<file path="src/cdr_regs_consts.vh">
// Register map, field positions and reset values of the recovery-receiver register bank.
// Included by the register bank and its two-wire management slave; definitions only.
`ifndef CDR_REGS_CONSTS_VH
`define CDR_REGS_CONSTS_VH

// Register addresses.
`define ADDR_FREQ_LOW          8'h00
`define ADDR_FREQ_MID          8'h01
`define ADDR_FREQ_HIGH         8'h02
`define ADDR_COARSE_RATE       8'h03
`define ADDR_LINK_STATUS       8'h04
`define ADDR_LOCK_SETUP_RB     8'h05
`define ADDR_RESET_CONFIG_RB   8'h06
`define ADDR_LOCK_SETUP        8'h08
`define ADDR_RESET_CONFIG      8'h09
`define ADDR_OUTPUT_CONFIG     8'h11

// Reset value of every writable register.
`define CTRL_RESET_VAL         8'h00

// Status byte fields.
`define STAT_SIGNAL_LOST       5
`define STAT_STATIC_LOCK_LOST  4
`define STAT_ACQUIRING         3
`define STAT_MEASURE_DONE      2
`define STAT_COARSE_LSB        0

// Lock setup fields.
`define LS_RANGE_HI            7
`define LS_RANGE_LO            6
`define LS_DIV_HI              5
`define LS_DIV_LO              2
`define LS_MEASURE             1
`define LS_LOCK_TO_REF         0

// Reset and configuration fields.
`define RC_LOCK_LOST_STATIC    7
`define RC_CLEAR_LOCK_LOST     6
`define RC_SYSTEM_RESET        5
`define RC_CLEAR_MEASURE       3

// Output configuration fields.
`define OC_SIGNAL_LOST_LOW     2
`define OC_SUPPRESS_SPLIT      1

// Field widths.
`define FREQ_WORD_W            23
`define COARSE_RATE_W          9

`endif

</file>
<file path="src/cdr_control_status_regs.v">
// Control and status register bank of a clock-and-data-recovery receiver, with its
// two-wire management slave. The bus clock and data are sampled by sys_clk_i, which must
// run at least eight times faster than the bus clock. All loop-side inputs are levels.
// Function
// - Writable registers reset to zero.
// - Status D5 shows loss of signal.
// - Status D4 latches loss of lock until cleared.
// - Status D3 is one while acquiring lock.
// - Status D2 is one when measurement completes.
// - Lock setup D1 write starts rate measurement.
// - Lock setup D0 selects data or reference lock.
// - Reference range D7:D6, divide exponent D5:D2.
// - Config D7 makes lock-lost pin static.
// - Reset bits act on one-then-zero writes.
// - Output config sets polarity and suppression mode.
// - Coarse rate nine bits, LSB in status.
// - Lock-lost pin active high when unlocked.
// - Suppression input disables data output, and clock output unless split.
`timescale 1ns/1ps
`include "cdr_regs_consts.vh"

module cdr_control_status_regs
#(
   parameter [6:0] BASE_ADDR = 7'h40 // Arbitrary value; bit 5 comes from the address strap.
)
(
   // Clock and reset
   input  wire                      sys_clk_i,
   input  wire                      rst_n_i,
   // Management bus
   input  wire                      scl_i,
   input  wire                      sda_i,
   output reg                       sda_o,
   output reg                       sda_oe_n_o,
   input  wire                      saddr5_i,
   // Recovery loop status
   input  wire                      locked_i,
   input  wire                      signal_lost_i,
   input  wire                      measure_done_i,
   input  wire [`FREQ_WORD_W-1:0]   freq_word_i,
   input  wire [`COARSE_RATE_W-1:0] coarse_rate_i,
   input  wire                      suppress_i,
   // Loop control
   output wire [1:0]                ref_range_o,
   output wire [3:0]                div_exp_o,
   output wire                      lock_to_ref_o,
   output reg                       measure_start_o,
   output reg                       system_reset_o,
   // Status pins and output suppression
   output reg                       lock_lost_o,
   output reg                       signal_lost_o,
   output reg                       suppress_clk_o,
   output reg                       suppress_data_o
);

   localparam IN_W = 7 + `FREQ_WORD_W + `COARSE_RATE_W;

   localparam [2:0] ST_IDLE     = 3'h0;
   localparam [2:0] ST_ADDR     = 3'h1;
   localparam [2:0] ST_ADDR_ACK = 3'h2;
   localparam [2:0] ST_WBYTE    = 3'h3;
   localparam [2:0] ST_WACK     = 3'h4;
   localparam [2:0] ST_READ     = 3'h5;
   localparam [2:0] ST_RACK     = 3'h6;

   wire [IN_W-1:0]               in_sync;
   wire                          scl_s;
   wire                          sda_s;
   wire                          saddr5_s;
   wire                          locked_s;
   wire                          lost_s;
   wire                          done_s;
   wire                          suppress_s;
   wire [`FREQ_WORD_W-1:0]       freq_s;
   wire [`COARSE_RATE_W-1:0]     coarse_s;

   reg                           scl_prev_q;
   reg                           sda_prev_q;
   reg                           locked_prev_q;
   reg                           done_prev_q;
   reg  [2:0]                    state_q;
   reg  [3:0]                    bit_cnt_q;
   reg  [7:0]                    shift_q;
   reg  [7:0]                    tx_q;
   reg  [7:0]                    ptr_q;
   reg                           ptr_set_q;
   reg                           rw_q;
   reg                           nack_q;
   reg                           wr_stb;
   reg  [7:0]                    wr_addr;
   reg  [7:0]                    wr_data;
   reg  [7:0]                    lock_setup_q;
   reg  [7:0]                    reset_config_q;
   reg  [7:0]                    output_config_q;
   reg                           static_lost_q;
   reg                           measure_done_q;

   cdr_sync_2ff
   #(
      .WIDTH (IN_W)
   )
   u_sync
   (
      .sys_clk_i (sys_clk_i),
      .rst_n_i   (rst_n_i),
      .async_i   ({scl_i, sda_i, saddr5_i, locked_i, signal_lost_i, measure_done_i,
                   suppress_i, freq_word_i, coarse_rate_i}),
      .sync_o    (in_sync)
   );

   assign {scl_s, sda_s, saddr5_s, locked_s, lost_s, done_s, suppress_s, freq_s, coarse_s} =
          in_sync;

   wire scl_rise   = scl_s & ~scl_prev_q;
   wire scl_fall   = ~scl_s & scl_prev_q;
   wire bus_start  = scl_s & scl_prev_q & sda_prev_q & ~sda_s;
   wire bus_stop   = scl_s & scl_prev_q & ~sda_prev_q & sda_s;
   wire [6:0] my_addr = {BASE_ADDR[6], saddr5_s, BASE_ADDR[4:0]};

   // Register read multiplexer, shared by every read byte.
   function [7:0] reg_read;
      input [7:0] addr;
      begin
         case (addr)
            `ADDR_FREQ_LOW:        reg_read = freq_s[7:0];
            `ADDR_FREQ_MID:        reg_read = freq_s[15:8];
            `ADDR_FREQ_HIGH:       reg_read = {1'b0, freq_s[22:16]};
            `ADDR_COARSE_RATE:     reg_read = coarse_s[8:1];
            `ADDR_LINK_STATUS:     reg_read = {2'b00, lost_s, static_lost_q, ~locked_s,
                                               measure_done_q, 1'b0, coarse_s[0]};
            `ADDR_LOCK_SETUP_RB:   reg_read = lock_setup_q;
            `ADDR_RESET_CONFIG_RB: reg_read = reset_config_q;
            default:               reg_read = 8'h00;
         endcase
      end
   endfunction

   wire [7:0] rd_cur  = reg_read(ptr_q);
   wire [7:0] rd_next = reg_read(ptr_q + 8'h01);

   // Bus slave: samples on rising bus clock, changes the data line on falling bus clock.
   always @(posedge sys_clk_i or negedge rst_n_i)
   begin
      if (!rst_n_i)
      begin
         scl_prev_q <= 1'b1;
         sda_prev_q <= 1'b1;
         state_q    <= ST_IDLE;
         bit_cnt_q  <= 4'h0;
         shift_q    <= 8'h00;
         tx_q       <= 8'h00;
         ptr_q      <= 8'h00;
         ptr_set_q  <= 1'b0;
         rw_q       <= 1'b0;
         nack_q     <= 1'b0;
         sda_o      <= 1'b0;
         sda_oe_n_o <= 1'b1;
         wr_stb     <= 1'b0;
         wr_addr    <= 8'h00;
         wr_data    <= 8'h00;
      end
      else
      begin
         scl_prev_q <= scl_s;
         sda_prev_q <= sda_s;
         sda_o      <= 1'b0;
         wr_stb     <= 1'b0;
         if (bus_start)
         begin
            state_q    <= ST_ADDR;
            bit_cnt_q  <= 4'h0;
            sda_oe_n_o <= 1'b1;
         end
         else if (bus_stop)
         begin
            state_q    <= ST_IDLE;
            sda_oe_n_o <= 1'b1;
         end
         else if (scl_rise)
         begin
            if (state_q == ST_ADDR || state_q == ST_WBYTE)
            begin
               shift_q   <= {shift_q[6:0], sda_s};
               bit_cnt_q <= bit_cnt_q + 4'h1;
            end
            else if (state_q == ST_RACK)
               nack_q <= sda_s;
         end
         else if (scl_fall)
         begin
            case (state_q)
               ST_ADDR:
               begin
                  if (bit_cnt_q == 4'h8)
                  begin
                     if (shift_q[7:1] == my_addr)
                     begin
                        rw_q       <= shift_q[0];
                        ptr_set_q  <= 1'b0;
                        sda_oe_n_o <= 1'b0;
                        state_q    <= ST_ADDR_ACK;
                     end
                     else
                        state_q <= ST_IDLE;
                  end
               end
               ST_ADDR_ACK:
               begin
                  bit_cnt_q <= 4'h0;
                  if (rw_q)
                  begin
                     sda_oe_n_o <= rd_cur[7];
                     tx_q       <= {rd_cur[6:0], 1'b0};
                     bit_cnt_q  <= 4'h1;
                     state_q    <= ST_READ;
                  end
                  else
                  begin
                     sda_oe_n_o <= 1'b1;
                     state_q    <= ST_WBYTE;
                  end
               end
               ST_WBYTE:
               begin
                  if (bit_cnt_q == 4'h8)
                  begin
                     if (!ptr_set_q)
                     begin
                        ptr_q     <= shift_q;
                        ptr_set_q <= 1'b1;
                     end
                     else
                     begin
                        wr_stb  <= 1'b1;
                        wr_addr <= ptr_q;
                        wr_data <= shift_q;
                        ptr_q   <= ptr_q + 8'h01;
                     end
                     sda_oe_n_o <= 1'b0;
                     state_q    <= ST_WACK;
                  end
               end
               ST_WACK:
               begin
                  sda_oe_n_o <= 1'b1;
                  bit_cnt_q  <= 4'h0;
                  state_q    <= ST_WBYTE;
               end
               ST_READ:
               begin
                  if (bit_cnt_q == 4'h8)
                  begin
                     sda_oe_n_o <= 1'b1;
                     state_q    <= ST_RACK;
                  end
                  else
                  begin
                     sda_oe_n_o <= tx_q[7];
                     tx_q       <= {tx_q[6:0], 1'b0};
                     bit_cnt_q  <= bit_cnt_q + 4'h1;
                  end
               end
               ST_RACK:
               begin
                  if (nack_q)
                     state_q <= ST_IDLE;
                  else
                  begin
                     ptr_q      <= ptr_q + 8'h01;
                     sda_oe_n_o <= rd_next[7];
                     tx_q       <= {rd_next[6:0], 1'b0};
                     bit_cnt_q  <= 4'h1;
                     state_q    <= ST_READ;
                  end
               end
               default:
                  state_q <= ST_IDLE;
            endcase
         end
      end
   end

   // A reset bit acts when a held one is written to zero.
   wire rc_write     = wr_stb && (wr_addr == `ADDR_RESET_CONFIG);
   wire clr_lost     = rc_write && reset_config_q[`RC_CLEAR_LOCK_LOST] &&
                       !wr_data[`RC_CLEAR_LOCK_LOST];
   wire clr_measure  = rc_write && reset_config_q[`RC_CLEAR_MEASURE] &&
                       !wr_data[`RC_CLEAR_MEASURE];
   wire soft_reset   = rc_write && reset_config_q[`RC_SYSTEM_RESET] &&
                       !wr_data[`RC_SYSTEM_RESET];
   wire start_meas   = wr_stb && (wr_addr == `ADDR_LOCK_SETUP) &&
                       wr_data[`LS_MEASURE];
   wire lock_fell    = locked_prev_q & ~locked_s;
   wire done_rose    = done_s & ~done_prev_q;

   // Control registers and sticky status flags.
   always @(posedge sys_clk_i or negedge rst_n_i)
   begin
      if (!rst_n_i)
      begin
         lock_setup_q    <= `CTRL_RESET_VAL;
         reset_config_q  <= `CTRL_RESET_VAL;
         output_config_q <= `CTRL_RESET_VAL;
         static_lost_q   <= 1'b0;
         measure_done_q  <= 1'b0;
         locked_prev_q   <= 1'b0;
         done_prev_q     <= 1'b0;
         measure_start_o <= 1'b0;
         system_reset_o  <= 1'b0;
      end
      else
      begin
         locked_prev_q   <= locked_s;
         done_prev_q     <= done_s;
         measure_start_o <= start_meas;
         system_reset_o  <= soft_reset;
         if (soft_reset)
         begin
            lock_setup_q    <= `CTRL_RESET_VAL;
            reset_config_q  <= `CTRL_RESET_VAL;
            output_config_q <= `CTRL_RESET_VAL;
            static_lost_q   <= 1'b0;
            measure_done_q  <= 1'b0;
         end
         else
         begin
            if (wr_stb && wr_addr == `ADDR_LOCK_SETUP)
               lock_setup_q <= wr_data;
            if (rc_write)
               reset_config_q <= wr_data;
            if (wr_stb && wr_addr == `ADDR_OUTPUT_CONFIG)
               output_config_q <= wr_data;
            // A new loss of lock in the clearing cycle keeps the flag set.
            if (lock_fell)
               static_lost_q <= 1'b1;
            else if (clr_lost)
               static_lost_q <= 1'b0;
            // Completion beats both the start of a new run and the clear.
            if (done_rose)
               measure_done_q <= 1'b1;
            else if (start_meas || clr_measure)
               measure_done_q <= 1'b0;
         end
      end
   end

   assign ref_range_o   = lock_setup_q[`LS_RANGE_HI:`LS_RANGE_LO];
   assign div_exp_o     = lock_setup_q[`LS_DIV_HI:`LS_DIV_LO];
   assign lock_to_ref_o = lock_setup_q[`LS_LOCK_TO_REF];

   // Output pins.
   always @(posedge sys_clk_i or negedge rst_n_i)
   begin
      if (!rst_n_i)
      begin
         lock_lost_o     <= 1'b0;
         signal_lost_o   <= 1'b0;
         suppress_clk_o  <= 1'b0;
         suppress_data_o <= 1'b0;
      end
      else
      begin
         lock_lost_o     <= reset_config_q[`RC_LOCK_LOST_STATIC] ? static_lost_q
                                                                 : ~locked_s;
         signal_lost_o   <= lost_s ^ output_config_q[`OC_SIGNAL_LOST_LOW];
         // Split mode keeps the clock running and silences only the data.
         suppress_clk_o  <= suppress_s & ~output_config_q[`OC_SUPPRESS_SPLIT];
         suppress_data_o <= suppress_s;
      end
   end

endmodule

</file>
<file path="src/cdr_sync_2ff.v">
// Two flip-flop synchroniser for a bundle of independent levels.
// Assumes each bit is a slow level; a multi-bit word may be seen torn while it changes.
`timescale 1ns/1ps

module cdr_sync_2ff
#(
   parameter WIDTH = 1
)
(
   // Clock and reset
   input  wire             sys_clk_i,
   input  wire             rst_n_i,
   // Levels from another domain
   input  wire [WIDTH-1:0] async_i,
   // Synchronised levels
   output wire [WIDTH-1:0] sync_o
);

   reg [WIDTH-1:0] meta_q;
   reg [WIDTH-1:0] sync_q;

   genvar g;
   generate
      for (g = 0; g < WIDTH; g = g + 1)
      begin : bit_sync
         always @(posedge sys_clk_i or negedge rst_n_i)
         begin
            if (!rst_n_i)
            begin
               meta_q[g] <= 1'b0;
               sync_q[g] <= 1'b0;
            end
            else
            begin
               meta_q[g] <= async_i[g];
               sync_q[g] <= meta_q[g];
            end
         end
      end
   endgenerate

   assign sync_o = sync_q;

endmodule

</file>
<file path="config.mk">
export PLATFORM = sky130hd
export DESIGN_NAME = cdr_control_status_regs
export DESIGN_NICKNAME = d
export VERILOG_FILES = /design/src/cdr_control_status_regs.v /design/src/cdr_sync_2ff.v
export VERILOG_INCLUDE_DIRS = /design/src
export SDC_FILE = /design/constraint.sdc
export NUM_CORES = 1
export LEC_CHECK = 0
export BUFFER_PORTS_ARGS = -buffer_cell sky130_fd_sc_hd__buf_2
export CORE_UTILIZATION = 31
export DETAILED_ROUTE_END_ITERATION = 16
export PLACE_DENSITY_LB_ADDON = 0.05
export SYNTH_ARGS = -nofsm -noshare
export SYNTH_HDL_FRONTEND = slang
export SYNTH_HIERARCHICAL = 1
export SYNTH_SLANG_ARGS = --single-unit
</file>
<file path="constraint.sdc">
create_clock -name sys_clk_i -period 5.1 [get_ports sys_clk_i]
set_input_delay 0.255 -clock sys_clk_i [delete_from_list [all_inputs] [get_ports sys_clk_i]]
set_output_delay 0.255 -clock sys_clk_i [all_outputs]
set_load 0.05 [all_outputs]
</file>
Word level (Yosys, flattened, before mapping)
Index checks and enable logic that the tools add are counted.

operators by class
  $add $sub $neg = 2
  equality and inequality tests = 39
  muxes and demuxes = 63
  bitwise logic cells = 22
  reductions and logical operators = 39

operators by type and width
  cell                                                                     number
  8-bit one-hot mux with 7 select lines                                    2
  8-bit 2-to-1 mux                                                         10
  8-bit by 3-bit equality test with 1-bit output, second input constant    6
  3-bit 2-to-1 mux                                                         11
  8-bit by 2-bit equality test with 1-bit output, second input constant    4
  4-bit 2-to-1 mux                                                         7
  7-bit AND reduction                                                      4
  1-bit 2-to-1 mux                                                         26
  8-bit one-hot mux with 3 select lines                                    1
  3-bit one-hot mux with 6 select lines                                    1
  8-bit by 1-bit equality test with 1-bit output, second input constant    2
  8-bit by 4-bit equality test with 1-bit output, second input constant    2
  8-bit zero test                                                          2
  4-bit inequality test, second input constant                             4
  4-bit one-hot mux with 4 select lines                                    1
  8-bit one-hot mux with 2 select lines                                    1
  8-bit AND reduction                                                      2
  3-bit nonzero test                                                       5
  4-bit by 3-bit inequality test with 1-bit output, second input constant  3
  1-bit inverter                                                           11
  1-bit bitwise AND                                                        10
  1-bit logical AND                                                        10
  5-bit AND reduction                                                      2
  2-bit nonzero test                                                       5
  21 further kinds                                                         33

word-level totals
  flip-flop bits (word level) = 161
  bits of input ports = 41
  output and inout port bits = 15
  logic and storage cells = 270

Longest topological paths before layout
Gate-level depths: netlist of the first run.

  depth in word-level cells = 9
  mapped depth = 10
  depth with buffers taken out = 8

Modules after synthesis
The synthesis of the first run kept the hierarchy.

modules (own cells, without submodules)
  module                   instances  cells each  area an instance (um^2)  sequential area each (um^2)
  cdr_control_status_regs  1          544         5052.3                   2030.7
  cdr_sync_2ff             1          78          1951.9                   1951.9

Worst setup path before layout of the first run
No wires, ideal clock.

  kind = reg-to-reg
  start = reg ptr_q[0]
  end = reg tx_q[2]
  library setup time = 0.086 ns
  data arrival time = 2.115 ns
  data required time = 5.014 ns
  path slack = 2.899 ns
  stages on the path, launching flop included = 10
  buffers on the path = 1
  period minus slack after synthesis = 2.201 ns
  cell sequence = dfrtp_1 > buf_2 > inv_1 > ha_1 > or3_1 > a21oi_1 > a2111o_1 > a2111oi_4 > nand2b_4 > o221ai_2

on the way
  cells in the longest elaborated chain, start to end = 5
  elaborated cells on any way between the ends = 20
  classes of those cells = 1 x add/sub; 12 x eq/ne; 5 x mux; 2 x reduce/logical

ends and longest elaborated chain
  item                                                                    RTL line                       text
  start: declaration                                                      cdr_control_status_regs.v:85   reg [7:0] ptr_q;
  start signal: assignment                                                cdr_control_status_regs.v:229  ptr_q <= shift_q;
  start signal: assignment                                                cdr_control_status_regs.v:237  ptr_q <= ptr_q + 8'h01;
  start signal: assignment                                                cdr_control_status_regs.v:269  ptr_q <= ptr_q + 8'h01;
  8-bit by 1-bit adder with 8-bit output                                  cdr_control_status_regs.v:139  wire [7:0] rd_next = reg_read(ptr_q + 8'h01);
  8-bit by 3-bit equality test with 1-bit output (tied with other cells)  cdr_control_status_regs.v:124  case (addr)
  8-bit one-hot mux with 7 select lines                                   cdr_control_status_regs.v:124
  8-bit 2-to-1 mux                                                        cdr_control_status_regs.v:265  if (nack_q)
  8-bit one-hot mux with 3 select lines (*)                               cdr_control_status_regs.v:191  case (state_q)
  end signal: assignment                                                  cdr_control_status_regs.v:213  tx_q <= {rd_cur[6:0], 1'b0};
  end signal: assignment                                                  cdr_control_status_regs.v:259  tx_q <= {tx_q[6:0], 1'b0};
  end signal: assignment                                                  cdr_control_status_regs.v:271  tx_q <= {rd_next[6:0], 1'b0};
  end: declaration                                                        cdr_control_status_regs.v:84   reg [7:0] tx_q;

Mark *: on every way between the ends. The rest lies on a longest branch, timed or not. The select of a mux whose other input is x is not followed.
A chain may end at the register's enable or synchronous reset.

Final worst setup path of the first run
  start = reg ptr_q[0]
  end = reg tx_q[6]

The elaborated chain is that of the path after synthesis.

==> out/qor.csv, run 1 <==
stage,metric,value,unit
logic_synthesis,synth_top_family_by_area,compound AO/OA/AOI/OAI gates,
sta,tns,0,ns
logic_synthesis,syn_nets,675,
detailed_routing,final_antenna_net_count,0,
detailed_routing,viasPerCell,5.15,
sta,finClkSkew,0.0111,ns
final_layout,stdcell_area,8440,um2
status,failed_checks,DRC,
sta,final-setup-viol-count,0,
clocking,htreeDepth,4,
logic_synthesis,synthAdderAreaFrac,2.14,%
detailed_routing,vias,5090,
detailed_routing,wl_per_cell,18.1,um
logic_synthesis,yosysUniqueCellTypes,70,
clocking,cts_made_buffers,17,
logic_synthesis,synth_area,7000,um2
placement,io_buffers,54,
die,dieArea,23200,um2
clocking,clock_latency,0.43,ns
global_route,grt_max_degree,87,
final_layout,area_growth,20.5,%
sta,relSlewSlack,14.5,%
detailed_routing,drc,1,
logic_synthesis,yosysTopAreaCellShare,55.7,%
clocking,max-clock-path-buffers,2,
sta,rsz0062_at_grt,false,
power_and_ir_drop,p_leak,3.84,nW
logic_synthesis,synth_xor_area_share,0.625,%
die,coreArea,22000,um2
clocking,clkSlewWorstSetupHoldPaths,0.07,ns
sta,post-route-period-util,63.8,%
logic_synthesis,yosys.area.top_type,dfrtp_1,
detailed_routing,drt_iter0_drc,422,
worst_setup_path,worstSetupEndpointType,flop,
final_layout,diodes,0,
logic_synthesis,synth_cells,622,
logic_synthesis,synth-compound-area-share,19.5,%
global_route,grt_pass1_wl,29000,um
logic_synthesis,ys_seq_area_share,56.9,%
detailed_routing,wirelength,17900,um
power_and_ir_drop,vdd_drop_max,0.206,mV
hold_path,min_from,u_sync/meta_q[17],
logic_synthesis,ys_top_cells_by_area,"dfrtp_1, mux2_2, a22oi_1",
worst_setup_path,crit_start,ptr_q[0],
sta,whs,0.345,ns
logic_synthesis,ys.warnings.count,6,
logic_synthesis,synth.area.mux_share,5.18,%
die,die_y,152,um
clocking,cts_tree,built,
worst_setup_path,critPathLaunchType,flop,
placement,place_area,7450,um2
detailed_routing,dr.pass1.iters,11,
final_layout,drive_above_1_share,20.3,%
run,cap_viol_max_count,0,
global_route,grt_overflow,0,
worst_setup_path,worstPathArrival,3.59,ns
clocking,cts_resized,0,
placement,place_congestion,0.843,
clocking,cts_hold_buf,40,
logic_synthesis,synth_edf_count,0,
worst_setup_path,rr_startpoint,ptr_q[0],
worst_setup_path,path_class,flop to flop,
global_route,antenna_found_initial,0,
logic_synthesis,synth-seq-cells,159,
clocking,clock_sinks,159,
placement,post-place-ws,1.87,ns
global_route,track_usage,16.3,%
clocking,post_cts_buffers,0,
logic_synthesis,yosysMostFrequentCell,dfrtp_1,
placement,dpl.hpwl,12100,um
die,ios,56,
clocking,cts-root-buf,clkbuf_16,
die,initial_core_util,31.9,%
logic_synthesis,avgSynthCellArea,11.3,um2
global_route,grt_pass1_vias,5054,
worst_setup_path,required,5.44,ns
power_and_ir_drop,powerDensity,350,nW/um2
sta,worstMarginPinSlew,1.28,ns
status,status,"finished, violations left",
sta,worst_slack,1.85,ns
logic_synthesis,synth_ff_type,dfrtp_1,
worst_setup_path,cp_max_fo,32,
hold_path,hold_path.class,flop to flop,
sta,slew_viol_final,0,
final_layout,final_nets,749,
sta,hold_violations,0,
die,die_w,152,um
die,fp-row-count,54,
logic_synthesis,asyncSetResetFlopFracSynth,100,%
logic_synthesis,synth-simple-area-share,11.8,%
logic_synthesis,synth_common_cells,"dfrtp_1, nand2_1, a21oi_1, nor2_1, o21ai_0",
sta,fin_crit,3.25,ns
sta,max_freq,0.308,GHz
## worst paths after layout
kind | slack [ns] | cells after the start | end
worst max-delay path | 1.85 | 8 | tx_q[6]
worst min-delay path | 0.35 | 0 | u_sync/sync_o[17]
worst max register to register | 1.85 | 8 | tx_q[6]
worst min register to register | 0.35 | 0 | u_sync/sync_o[17]
max in group asynchronous | 3.56 | 3 | sda_oe_n_o
min in group asynchronous | 0.45 | 2 | shift_q[4]
## through the flow
stage | utilization (%) | total power (W) | instances
finish | 38.4 | 0.00296 | 989
global route | 38.4 | 0.00310 | 989
CTS | 38.4 | 0.00300 | 989
detailed placement | 33.9 | 0.00169 | 917
global placement | 33.9 | 0.00169 | 917
floorplan | - | 0.00159 | 622
## layout by cell type (no fill, tap or decap), drive strengths merged, types with 9 or more instances in the layout
master,n
nor2,36
clkbuf,17
mux2,26
a22oi,33
nand3,13
inv,24
nand2,60
buf,58
a21oi,37
a22o,14
a222oi,10
dfrtp,156
o221ai,9
nor3,10
nand2b,9
o21ai,37
ha,12
dlygate4sd3,40
## kinds of logic after synthesis
group | count (synthesis)
AOI/OAI and AO/OA | 187
xor gates and xnor gates | 5
adders and majority gates | 12
buffers and inverters | 59
DFF | 159
muxes | 33
other | 1
and+or+nand+nor | 166
## area by class of cell
class / instances / area [um2]
Fill cell: 2141 / 13500
Clock buffer: 17 / 425
Inverter: 16 / 60.1
Timing Repair Buffer: 98 / 707
Tap cell: 280 / 350
Multi-Input combinational cell: 404 / 2750
Sequential cell: 159 / 3980
Clock inverter: 15 / 163
## critical path, stage by stage (launching register included)
cell	delay, ns
dfrtp_1	0.51
inv_1	0.15
ha_1	0.91
or3_1	0.23
a21oi_1	0.07
a2111o_1	0.48
a2111oi_4	0.44
nand2b_4	0.15
o221ai_2	0.20
## flip-flops by register name (all words and copies together), names as in the netlist, 2 cells and up
signal,cells
u_sync/meta_q,39
shift_q,8
lock_setup_q,8
ptr_q,8
wr_addr,8
state_q,3
bit_cnt_q,4
tx_q,7
wr_data,8
reset_config_q,8
u_sync/sync_o,39
output_config_q,2
## layer usage
metal	share of wire, %	up-vias	GRT usage (%)
li1	-	2423	-
met1	47	2550	21.7
met2	49	102	27.0
met3	2.9	15	3.13
met4	1.1	0	4.57
met5	0	-	0
## power breakdown
group          total, W  switching, W  internal, W  leakage (nW)
Sequential      0.00141     0.0000794      0.00133          2.00
Combinational  0.000283      0.000161     0.000122          1.54
Clock           0.00127      0.000611     0.000658         0.290
No activity file was read; power rests on OpenSTA's default activity.
==> run 2: changes to the inputs <==
==> constraint.sdc (replaced) <==
create_clock -name sys_clk_i -period 2.94 [get_ports sys_clk_i]
set_input_delay 0.147 -clock sys_clk_i [delete_from_list [all_inputs] [get_ports sys_clk_i]]
set_output_delay 0.147 -clock sys_clk_i [all_outputs]
set_load 0.05 [all_outputs]
==> run 2 against run 1 <==
Against the previous run:
- the run still ends with DRC left
- worst hold slack worse by 0.20 ns
- clock skew increased by 0.011 ns
- maximum frequency up 25%
- critical path depth shrank 1
- cell area rose by 1.3%
- routed wire length barely moved
- non-clock buffer count is 13 higher
- count of clock-buffer cells in the layout grew 1
- cell count grew 1.3%
- flip-flop and latch count is the same
- die area is the same
==> out/qor.csv, run 2 (synthesis gave the netlist of run 1 again) <==
stage,metric,value,unit,change
status,status,"finished, violations left",,
status,failed_checks,DRC,,
detailed_routing,dr.pass1.iters,12,,+1
worst_setup_path,path_class,flop to flop,,
die,die_w,152,um,unchanged
worst_setup_path,cp_max_fo,11,,-66%
die,die_y,152,um,unchanged
detailed_routing,drt_iter0_drc,469,,+11%
sta,hold_violations,0,,unchanged
sta,fin_crit,2.59,ns,-0.658 ns
clocking,htreeDepth,4,,unchanged
clocking,clock_latency,0.44,ns,about the same
detailed_routing,drc,1,,unchanged
global_route,grt_max_degree,95,,+9.2%
global_route,antenna_found_initial,0,,unchanged
clocking,clock_sinks,159,,unchanged
worst_setup_path,regToRegSetupSlack,0.35,ns,-1.50 ns
final_layout,mostFrequentLayoutCell,dfrtp_1,,
worst_setup_path,cp_slowest_cell,dfrtp_1,,
die,initial_core_util,31.9,%,unchanged
sta,slew_viol_final,0,,unchanged
detailed_routing,vias,5153,,+1.2%
global_route,grt_pass1_wl,29500,um,+1.8%
power_and_ir_drop,powerDensity,599,nW/um2,+71%
final_layout,area_growth,22.1,%,
clocking,max-clock-path-buffers,2,,unchanged
clocking,cts-root-buf,clkbuf_16,,
die,ios,56,,unchanged
sta,worstMarginPinSlew,0.679,ns,-0.604 ns
placement,place_congestion,0.832,,-1.3%
final_layout,fill_cells,2122,,-0.89%
die,fp-row-count,54,,unchanged
worst_setup_path,worstPathArrival,2.95,ns,-0.64 ns
sta,max_freq,0.386,GHz,+25%
global_route,grt_pass1_vias,5235,,+3.6%
placement,io_buffers,54,,unchanged
sta,post-route-period-util,88.2,%,+24 points
final_layout,layout_common_cells,"dfrtp_1, nand2_1, buf_2, dlygate4sd3_1, a21oi_1",,
detailed_routing,wl_met3,580,um,+12%
detailed_routing,wl_met1,8160,um,-2.6%
clocking,cts_resized,0,,unchanged
clocking,cts_made_buffers,17,,unchanged
detailed_routing,wl_per_cell,17.8,um,-1.3%
die,coreArea,22000,um2,unchanged
worst_setup_path,crit_chain,ha_1 > or3_1 > a21oi_1 > a2111o_1 > a2111oi_4 > nand2b_4 > o221ai_2,,
sta,relSlewSlack,54.6,%,+40 points
hold_path,hold_path.class,input port to async pin,,
final_layout,diodes,0,,unchanged
global_route,grt_overflow,0,,unchanged
worst_setup_path,worstSetupEndpointType,flop,,
detailed_routing,dr_wl_met2,8860,um,+0.84%
power_and_ir_drop,p_leak,3.90,nW,+1.7%
global_route,track_usage,16.5,%,+0.20 points
detailed_routing,wirelength,17900,um,about the same
worst_setup_path,cp_slowest_stage_delay,0.53,ns,-0.38 ns
sta,finClkSkew,0.0220,ns,+0.0108 ns
detailed_routing,final_antenna_net_count,0,,unchanged
die,dieArea,23200,um2,unchanged
clocking,clkSlewWorstSetupHoldPaths,0.07,ns,about the same
final_layout,final_nets,762,,+1.7%
sta,whs,0.147,ns,-0.198 ns
worst_setup_path,critPathLaunchType,flop,,
clocking,cts_tree,built,,
final_layout,drive_above_1_share,21.6,%,+1.3 points
sta,rsz0062_at_grt,false,,
worst_setup_path,required,3.29,ns,-2.15 ns
sta,tns,0,ns,unchanged
detailed_routing,routed.top_layer,met4,,
sta,final-setup-viol-count,0,,unchanged
run,cap_viol_max_count,0,,unchanged
placement,dpl.hpwl,12400,um,+2.5%
power_and_ir_drop,vdd_drop_max,0.313,mV,+52%
detailed_routing,viasPerCell,5.14,,about the same
## run 2: cell count changes in the layout (fill, tap and decap cells not counted)
cell	change
buf_4	+12
buf_12	+1
clkbuf_1	+1
clkinv_2	-1
clkinv_8	+1
inv_8	-1
## run 2: final cells by class
class | instances | area, um2 | area share [%]
inverter | 16 | 60.1 | 0.702
timing repair buffer | 111 | 817 | 9.55
sequential | 159 | 3980 | 46.6
clock inverter | 14 | 163 | 1.90
clock buffer | 18 | 429 | 5.02
multi-input combinational | 404 | 2750 | 32.2
tap | 280 | 350 | 4.10
## run 2: what timing repair did
| item | in CTS | in global routing |
|---|---|---|
| setup buffers | 0 | 0 |
| setup endpoints to repair | 0 | 0 |
| endpoints found under the hold margin | 65 | 0 |
| hold buffers | 40 | 0 |
## run 2: worst paths after layout
kind,start,endpoint,cells past startpoint
worst max register to register,ptr_q[1],tx_q[3],7
worst min register to register,u_sync/meta_q[4],u_sync/sync_o[4],0
worst min-delay path,rst_n_i,shift_q[7],2
min in group sys_clk_i,locked_i,u_sync/meta_q[35],2
max in group asynchronous,rst_n_i,sda_oe_n_o,3
worst max-delay path,ptr_q[1],tx_q[3],7
## run 2: power breakdown
part,switching (W),leakage (nW),internal [W]
clock network,0.00104,0.288,0.00114
registers,0.000114,2.00,0.00230
logic,0.000301,1.61,0.000222
## run 2: metrics by stage
step	total power (W)	worst slack [ns]	instances	utilization [%]	area, um2
after floorplan	0.00275	0.739	622	-	7000
after global placement	0.00294	0.397	930	34.4	7560
after detailed placement	0.00295	0.330	930	34.4	7560
after CTS	0.00520	0.325	1002	39.0	8550
after global routing	0.00539	0.145	1002	39.0	8550
final	0.00512	0.347	1002	39.0	8550
## run 2: worst max-delay path, delay by kind of cell (launching register included)
family / cells / cell delay, ns
compound gates: 4 / 1.15
fa+ha+maj: 1 / 0.51
flops: 1 / 0.53
simple gates: 2 / 0.32
## run 2: layer usage
metal	GRT usage [%]	vias to the layer above
li1	-	2444
met1	21.8	2557
met2	27.1	133
met3	3.21	19
met4	5.64	0
met5	0	-
